**src/rtl/erx_pkg.sv**
```systemverilog
// Package for the exception recognition unit: map, fields, resets, types
//
// Behaviour
// RULE1: Instruction exceptions taken in program order
// RULE2: Earlier instructions and their exceptions go first
// RULE3: Several conditions: only the first is handled
// RULE4: Drain pipeline before external or decrementer
// RULE5: Reset and machine check never wait
// RULE6: Reset and machine check outrank everything
// RULE7: At most one precise exception reported
// RULE8: Async precise waits for instruction exceptions
// RULE9: Precise FP mode plus summary flag: program
// RULE10: FP precise only when a mode bit set
// RULE11: Resume address loaded on every entry
// RULE12: Resume address marks a completion boundary
// RULE13: Status save captures and restores state
// RULE14: Info in bits 0-15, state in 16-31
// RULE15: Enable bit clear holds off async precise
// RULE16: Privilege bit set allows user instructions only
// RULE17: Masked async conditions latched until enabled
// RULE18: Enable bit cleared on every exception taken
// RULE19: Order: reset, check, instruction, external, decrementer
// RULE20: State copied before entry changes it
package erx_pkg;

    // ----------------------------------------------------------------
    // Register map (byte addresses)
    // ----------------------------------------------------------------
    localparam logic [7:0] ERX_RESUME_OFS = 8'h00;
    localparam logic [7:0] ERX_STATUS_SAVE_OFS = 8'h04;
    localparam logic [7:0] ERX_MSW_OFS = 8'h08;
    localparam logic [7:0] ERX_UNIT_STAT_OFS = 8'h0C;

    // ----------------------------------------------------------------
    // Machine state word fields, bit n of the word is bit 31-n here;
    // only bits 16-31 are stored, bits 0-15 read as zero
    // ----------------------------------------------------------------
    localparam int ERX_INT_ENABLE_POS = 15;
    localparam int ERX_USER_PRIV_POS = 14;
    localparam int ERX_FP_MODE_LOW_POS = 11;
    localparam int ERX_FP_MODE_HIGH_POS = 8;
    localparam logic [15:0] ERX_MSW_RST = 16'h0000;
    localparam logic [31:0] ERX_WORD_RST = 32'h00000000;

    // ----------------------------------------------------------------
    // Exception causes, one-hot
    // ----------------------------------------------------------------
    typedef enum logic [5:0] {
        ERX_C_NONE = 6'h00,
        ERX_C_RESET = 6'h20,
        ERX_C_MCHECK = 6'h10,
        ERX_C_INSTR = 6'h08,
        ERX_C_PROGRAM = 6'h04,
        ERX_C_EXTINT = 6'h02,
        ERX_C_DEC = 6'h01
    } erx_cause_t;

    typedef enum logic [1:0] {
        ERX_S_RUN = 2'h1,
        ERX_S_SYNC = 2'h2
    } erx_state_t;

    // In-order completion report from the pipelines
    typedef struct packed {
        logic valid;
        logic [31:0] pc;
        logic [31:0] next_pc;
        logic [7:0] cond;
        logic fp_op;
        logic priv_op;
    } erx_cmp_t;

    // Exception taken
    typedef struct packed {
        logic valid;
        erx_cause_t cause;
        logic [31:0] addr;
    } erx_exc_t;

endpackage

```
**src/rtl/erx_exception_unit.sv**
```systemverilog
// Exception recognition unit: ordering, entry save, enable gating, APB access
//
// Implementation choices: the register offsets and the APB interface to the registers.
`timescale 1ns/100ps
module erx_exception_unit
    import erx_pkg::*;
(
    input wire logic core_clk,
    input wire logic rst_n,
    // APB slave
    input wire logic psel,
    input wire logic penable,
    input wire logic pwrite,
    input wire logic [31:0] paddr,
    input wire logic [31:0] pwdata,
    output logic [31:0] prdata,
    output logic pready,
    output logic pslverr,
    // Pipelines
    input wire erx_cmp_t cmp,
    input wire logic pipe_drained,
    input wire logic [31:0] pipe_next_pc,
    input wire logic rfi_exec,
    input wire logic fp_enabled_summary_flag,
    output logic hold_dispatch,
    output logic user_only,
    output logic [31:0] rfi_target,
    output erx_exc_t exc,
    // Sources
    input wire logic ext_int_pin,
    input wire logic sreset_pin,
    input wire logic mcheck_pin,
    input wire logic dec_event
);

    // ----------------------------------------------------------------
    // Helpers
    // ----------------------------------------------------------------
    // Index of the first condition encountered (lowest bit)
    function automatic logic [3:0] first_set(input logic [7:0] v);
        logic [3:0] idx;
        idx = 4'h0;
        for (int i = 7; i >= 0; i--) begin
            if (v[i]) begin
                idx = 4'(i);
            end
        end
        return idx;
    endfunction

    function automatic logic apb_hit(input logic [31:0] a, input logic [7:0] ofs);
        return a == {24'h000000, ofs};
    endfunction

    // ----------------------------------------------------------------
    // Pin synchronisers
    // ----------------------------------------------------------------
    logic [2:0] sync1_q, sync2_q, sync3_q;
    always_ff @(posedge core_clk or negedge rst_n) begin
        if (!rst_n) begin
            sync1_q <= 3'h0;
            sync2_q <= 3'h0;
            sync3_q <= 3'h0;
        end else begin
            sync1_q <= {ext_int_pin, sreset_pin, mcheck_pin};
            sync2_q <= sync1_q;
            sync3_q <= sync2_q;
        end
    end

    logic ext_lvl, sreset_evt, mcheck_evt;
    assign ext_lvl = sync2_q[2];
    assign sreset_evt = sync2_q[1] & ~sync3_q[1];
    assign mcheck_evt = sync2_q[0] & ~sync3_q[0];

    // ----------------------------------------------------------------
    // State
    // ----------------------------------------------------------------
    erx_state_t state_q, state_d;
    logic [31:0] resume_q, resume_d;
    logic [31:0] ssave_q, ssave_d;
    logic [15:0] msw_q, msw_d;
    logic ext_pend_q, ext_pend_d;
    logic dec_pend_q, dec_pend_d;
    erx_exc_t exc_q, exc_d;
    erx_cause_t last_q, last_d;
    logic [31:0] prdata_q, prdata_d;

    logic wr_acc, rd_setup, int_en, fp_mode, instr_exc, prog_exc;
    logic [3:0] cond_idx;
    logic [15:0] info;
    erx_cause_t take;
    logic [31:0] take_addr;

    assign wr_acc = psel & penable & pwrite;
    assign rd_setup = psel & ~penable;
    assign int_en = msw_q[ERX_INT_ENABLE_POS];
    assign fp_mode = msw_q[ERX_FP_MODE_LOW_POS] | msw_q[ERX_FP_MODE_HIGH_POS]; //RULE10

    // Only completing instructions report, and completion is in order
    assign prog_exc = cmp.valid & ((cmp.fp_op & fp_mode & fp_enabled_summary_flag) //RULE9
        | (cmp.priv_op & msw_q[ERX_USER_PRIV_POS])); //RULE16
    assign instr_exc = cmp.valid & (|cmp.cond); //RULE1
    assign cond_idx = first_set(cmp.cond); //RULE3

    // ----------------------------------------------------------------
    // Recognition
    // ----------------------------------------------------------------
    always_comb begin
        take = ERX_C_NONE;
        take_addr = pipe_next_pc;
        state_d = state_q;
        if (sreset_evt) begin //RULE6
            take = ERX_C_RESET; //RULE5
            state_d = ERX_S_RUN;
        end else if (mcheck_evt) begin //RULE6
            take = ERX_C_MCHECK; //RULE5
            state_d = ERX_S_RUN;
        end else if (instr_exc) begin //RULE19
            take = ERX_C_INSTR; //RULE2
            take_addr = cmp.pc; //RULE12
            state_d = ERX_S_RUN;
        end else if (prog_exc) begin
            take = ERX_C_PROGRAM;
            take_addr = cmp.pc; //RULE12
            state_d = ERX_S_RUN;
        end else begin
            unique case (state_q)
                ERX_S_RUN: begin
                    if (int_en & (ext_pend_q | dec_pend_q)) begin //RULE15
                        state_d = ERX_S_SYNC; //RULE4
                    end
                end
                ERX_S_SYNC: begin
                    if (!int_en) begin //RULE15
                        state_d = ERX_S_RUN;
                    end else if (pipe_drained & ~cmp.valid) begin //RULE8
                        take = ext_pend_q ? ERX_C_EXTINT : ERX_C_DEC; //RULE19
                        state_d = ERX_S_RUN;
                    end
                end
                default: begin
                    state_d = ERX_S_RUN;
                end
            endcase
        end
    end

    assign info = {10'(take), 2'h0, take == ERX_C_INSTR ? cond_idx : 4'h0};

    // ----------------------------------------------------------------
    // Pending latches: a new request wins over the take that clears
    // ----------------------------------------------------------------
    always_comb begin
        ext_pend_d = ext_pend_q;
        dec_pend_d = dec_pend_q;
        if (take == ERX_C_EXTINT) begin
            ext_pend_d = 1'b0;
        end
        if (take == ERX_C_DEC) begin
            dec_pend_d = 1'b0;
        end
        if (ext_lvl) begin
            ext_pend_d = 1'b1; //RULE17
        end
        if (dec_event) begin
            dec_pend_d = 1'b1; //RULE17
        end
    end

    // ----------------------------------------------------------------
    // Architected registers; entry beats rfi beats software write
    // ----------------------------------------------------------------
    always_comb begin
        resume_d = resume_q;
        ssave_d = ssave_q;
        msw_d = msw_q;
        last_d = last_q;
        exc_d = '0;
        if (wr_acc && apb_hit(paddr, ERX_RESUME_OFS)) begin
            resume_d = pwdata;
        end
        if (wr_acc && apb_hit(paddr, ERX_STATUS_SAVE_OFS)) begin
            ssave_d = pwdata;
        end
        if (wr_acc && apb_hit(paddr, ERX_MSW_OFS)) begin
            msw_d = pwdata[15:0];
        end
        if (rfi_exec) begin
            msw_d = ssave_q[15:0]; //RULE13
        end
        if (take != ERX_C_NONE) begin
            resume_d = take_addr; //RULE11
            ssave_d = {info, msw_q}; //RULE14 RULE20
            msw_d[ERX_INT_ENABLE_POS] = 1'b0; //RULE18
            last_d = take;
            exc_d.valid = 1'b1; //RULE7
            exc_d.cause = take;
            exc_d.addr = take_addr;
        end
    end

    // ----------------------------------------------------------------
    // APB read data, captured in the setup cycle
    // ----------------------------------------------------------------
    always_comb begin
        prdata_d = prdata_q;
        if (rd_setup) begin
            if (apb_hit(paddr, ERX_RESUME_OFS)) begin
                prdata_d = resume_q;
            end else if (apb_hit(paddr, ERX_STATUS_SAVE_OFS)) begin
                prdata_d = ssave_q;
            end else if (apb_hit(paddr, ERX_MSW_OFS)) begin
                prdata_d = {16'h0000, msw_q};
            end else if (apb_hit(paddr, ERX_UNIT_STAT_OFS)) begin
                prdata_d = {16'h0000, 2'h0, last_q, 4'h0, state_q, dec_pend_q, ext_pend_q};
            end else begin
                prdata_d = ERX_WORD_RST;
            end
        end
    end

    always_ff @(posedge core_clk or negedge rst_n) begin
        if (!rst_n) begin
            state_q <= ERX_S_RUN;
            resume_q <= ERX_WORD_RST;
            ssave_q <= ERX_WORD_RST;
            msw_q <= ERX_MSW_RST;
            ext_pend_q <= 1'b0;
            dec_pend_q <= 1'b0;
            exc_q <= '0;
            last_q <= ERX_C_NONE;
            prdata_q <= ERX_WORD_RST;
        end else begin
            state_q <= state_d;
            resume_q <= resume_d;
            ssave_q <= ssave_d;
            msw_q <= msw_d;
            ext_pend_q <= ext_pend_d;
            dec_pend_q <= dec_pend_d;
            exc_q <= exc_d;
            last_q <= last_d;
            prdata_q <= prdata_d;
        end
    end

    // ----------------------------------------------------------------
    // Outputs
    // ----------------------------------------------------------------
    assign hold_dispatch = (state_q == ERX_S_SYNC); //RULE4
    assign user_only = msw_q[ERX_USER_PRIV_POS]; //RULE16
    assign rfi_target = resume_q;
    assign exc = exc_q;
    assign prdata = prdata_q;
    assign pready = 1'b1;
    assign pslverr = psel & penable & ~(apb_hit(paddr, ERX_RESUME_OFS)
        | apb_hit(paddr, ERX_STATUS_SAVE_OFS) | apb_hit(paddr, ERX_MSW_OFS)
        | apb_hit(paddr, ERX_UNIT_STAT_OFS));

endmodule

```
**config.mk**
```make
export PLATFORM = sky130hd
export DESIGN_NAME = erx_exception_unit
export DESIGN_NICKNAME = d
export VERILOG_FILES = /design/src/rtl/erx_pkg.sv /design/src/rtl/erx_exception_unit.sv
export SDC_FILE = /design/constraint.sdc
export NUM_CORES = 1
export LEC_CHECK = 0
export BUFFER_PORTS_ARGS = -buffer_cell sky130_fd_sc_hd__buf_2
export CAP_MARGIN = 40
export CORE_MARGIN = 1.5
export CORE_UTILIZATION = 50
export CTS_CLUSTER_SIZE = 14
export DETAILED_ROUTE_END_ITERATION = 16
export PLACE_DENSITY = 0.89
export SLEW_MARGIN = 20
export SYNTH_ARGS = -nofsm -noshare
export SYNTH_HDL_FRONTEND = slang
export SYNTH_SLANG_ARGS = --single-unit
```
**constraint.sdc**
```tcl
create_clock -name core_clk -period 2.47 [get_ports core_clk]
set_clock_uncertainty 0.15 [all_clocks]
set_input_delay 0.1235 -clock core_clk [delete_from_list [all_inputs] [get_ports core_clk]]
set_output_delay 0.1235 -clock core_clk [all_outputs]
set_load 0.02 [all_outputs]
```
==> results by group <==
Status
  – Status: finished, final reports clean

Pwr
  – Leakage: 5.31 nW
  – Worst VDD drop: 0.000496 V
  – Total power: about 7.5 mW
  – PwrDens: 668 nW/um^2

Job
  – Max-Cap Viols: 0

Global route
  – M3 GR Usage: a little under a tenth
  – Largest net degree at the start of global routing: 73
  – GR peak layer: met2
  – Total GRT Usage: between 30% and 40%
  – Vias in the first global route: 7776
  – Met2 GRT Util: 56.3%
  – Initial antenna violation count: 1
  – GRT met1 Usage: 38.7%
  – GRT overflow: 0
  – First-pass GRT wire length: 41300 um

Timing
  – Fin. max-slew vios: 0
  – Highest clock rate: 423 MHz
  – Period minus WS final: between 2 and 2.5 ns
  – Tcrit/Tclk final: between 90 and 100%
  – Final hold vios: 0
  – Final TNS setup: 0 ns
  – Final setup fails: 0
  – Least-Margin Pin Slew: 0.641 ns
  – RSZ-0062 raised after global routing: false
  – Relative slew slack: 57.3%

Final layout
  – Commonest non-fill, non-tap cell in the layout: buf_2
  – Final #Nets: 1246
  – Final instance area: 11200 sq um
  – Fin cells: about 1300
  – Layout cells sized above 1: between 30% and 40%
  – Final Util: 73.2%
  – Commonest non-fill, non-tap cells in the layout: 255 x buf_2, 168 x dfrtp_1, 136 x mux2i_1
  – Synth-to-Final Area Change: 42.2%

Yosys
  – Avg Cell Area, Syn: roughly 11 sq um
  – Asr flop ratio synth: 100%
  – Post-synthesis sequential area ratio: 53.8%
  – Post-synth EDFFs: 0
  – Ys Warns: 0
  – Count of different cell masters after synthesis: 47
  – Post-Syn Instances: 697
  – Syn Nets: just under 900
  – Synthesis-stage register bit count: 169
  – Synth Cell Area: between 7000 and 8000 sq um
  – Main synth FF type: dfrtp_1

Worst setup path
  – Cell chain of the critical path: dlygate4sd3_1 -> buf_2 -> nor4_4 -> a41oi_1 -> nor4_4 -> buf_4 -> buf_12 -> mux2i_1
  – Worst-path maximum fanout: 22
  – Worst path slowest cell: dlygate4sd3_1
  – CP top delay family: buffers and inverters
  – Most used cell, CP: nor4_4
  – WP data arrival: 2.55 ns
  – Crit. End Element: flop
  – CP peak stage delay: 0.53 ns
  – Startpoint Class: primary input
  – CP Buf/Inv Count: 4
  – WS Path Type: primary input to flop
  – Worst path required time: 2.65 ns

Clock network
  – H-tree lvl count: 4
  – Clk_lat worst skew: 0.44 ns
  – Clk pin slew, worst setup/hold paths: 0.07 ns
  – TritonCTS clock tree: built
  – Clock Path Buffers: 2
  – Clock Root Buffer: clkbuf_16
  – Clk sinks: 169
  – CTS buffer count: 17

Floorplan
  – Initial Util: between 50% and 60%
  – Die width: 128 um
  – Die area: between 15000 and 20000 sq um
  – Core area: 15300 sq um
  – Rows: 45
  – Vert. Die Dim: between 100 and 150 um
  – Io pins: 290

Placed design
  – Dpl cells: 1149
  – Dpl cell area: 9500 sq um
  – GPL Wtd Cong: around 0.82
  – DP HPWL: 16000 um
  – IO Port Bufs: 256

Drt
  – Vias: around 7500
  – # DRC: 0
  – Avg WL per Cell: 21.0 um
  – Via density: a little under 6
  – Starting DRT DRC Count: ~800
  – Antenna viol nets, final: 0
  – DRT Wirelength: about 27000 um
  – DR pass1 iterations: 6

Hold path
  – Hold Path Class: primary input to asynchronous set/reset pin
-- layer usage --
| layer | routed length, um | part of all wire [%] | up-vias |
|---|---|---|---|
| li1 | - | - | 3219 |
| met1 | 9920 | 37 | 3627 |
| met2 | 13300 | 49 | 511 |
| met3 | 2360 | 8.7 | 139 |
| met4 | 1500 | 5.5 | 0 |
| met5 | 0 | 0 | - |
-- area by class of cell --
class                   instances  area [sq um]
flip-flops and latches        169          4230
fillers                       977          4090
multi-input cells             474          3410
repair buffers                390          2630
clock buffers                  18           439
well taps                     211           264
clock inverters                14           151
inverters                      11          41.3
diodes                          1          2.50
-- worst paths after layout --
check	startpoint	to	slack (ns)	depth (start not counted)
worst max-delay path	cmp[2]	rfi_target[22]	0.10	8
worst min-delay path	rst_n	rfi_target[0]	0.008	2
worst max register to register	msw_q[11]	rfi_target[22]	0.15	7
worst min register to register	sync1_q[2]	sync2_q[2]	0.20	0
max in group asynchronous	rst_n	exc[21]	1.35	3
min in group core_clk	cmp[6]	ssave_q[16]	0.05	6
-- logic make-up (layout without fill, tap and decap cells) --
group,count (synthesis),in the layout,share of synthesized area (%)
AO/OA/AOI/OAI,126,126,10.5
buffers and inverters,54,433,3.28
flip-flops,169,169,53.8
multiplexers,148,148,19.0
other,1,2,0.0477
AND/OR/NAND/NOR,199,199,13.3
-- worst reg2reg max path: cells and delay by family, from the launching register on --
kind | cells | cell delay [ns]
multiplexers | 1 | 0.31
AO/OA/AOI/OAI | 2 | 0.39
AND/OR/NAND/NOR | 1 | 0.40
buffers and inverters | 3 | 0.57
flip-flops | 1 | 0.41
-- power breakdown --
group	switching, mW	internal, mW
logic	0.881	0.630
clock network	1.17	1.51
registers	0.225	3.05
-- synthesized netlist by cell type (2+ instances only) --
cell type | number | area, sq um
dfrtp_1 | 168 | 4200
mux2i_1 | 138 | 1380
nor2_1 | 125 | 469
a21oi_1 | 48 | 240
nand2_1 | 31 | 116
clkbuf_1 | 19 | 71.3
buf_2 | 17 | 85.1
o31ai_1 | 17 | 128
a221oi_1 | 16 | 140
inv_1 | 10 | 37.5
mux2_2 | 10 | 113
o22ai_1 | 10 | 62.6
nor4_4 | 9 | 191
o21ai_0 | 9 | 45.0
a2bb2oi_1 | 8 | 70.1
a21o_1 | 5 | 37.5
and3_1 | 5 | 31.3
nor2b_1 | 5 | 31.3
buf_4 | 3 | 22.5
buf_6 | 3 | 33.8
nor3_1 | 3 | 15.0
nor4_2 | 3 | 37.5
o211ai_1 | 3 | 22.5
o21a_1 | 3 | 22.5
o22a_1 | 3 | 26.3
and4_1 | 2 | 17.5
nand2b_1 | 2 | 12.5
nand3_1 | 2 | 10.0
nand4_1 | 2 | 12.5
-- state kept, by name, summed over array words and instances (netlist names) --
signal      count
msw_q          16
prdata         32
rfi_target     32
sync1_q         3
ssave_q        32
last_q          6
sync2_q         3
state_q         2
ext_pend_q      1
sync3_q         2
dec_pend_q      1
exc            39
-- repair_timing --
action / in CTS / in global routing
hold endpoints to repair: 285 / 0
setup buffers: 0 / 1
hold buffers: 105 / 0
resized for setup: 0 / 4
endpoints found under the setup margin: 0 / 14
-- metrics by stage --
step / hold WS (ns) / setup WS, ns
2_1_floorplan: -0.322 / 0.400
3_3_place_gp: -0.0953 / 0.170
3_5_place_dp: -0.0902 / 0.114
4_1_cts: 0.000310 / 0.0172
5_1_grt: 0.0380 / 0.0269
6_report: 0.00814 / 0.104
No activity file was read; power rests on OpenSTA's default activity.
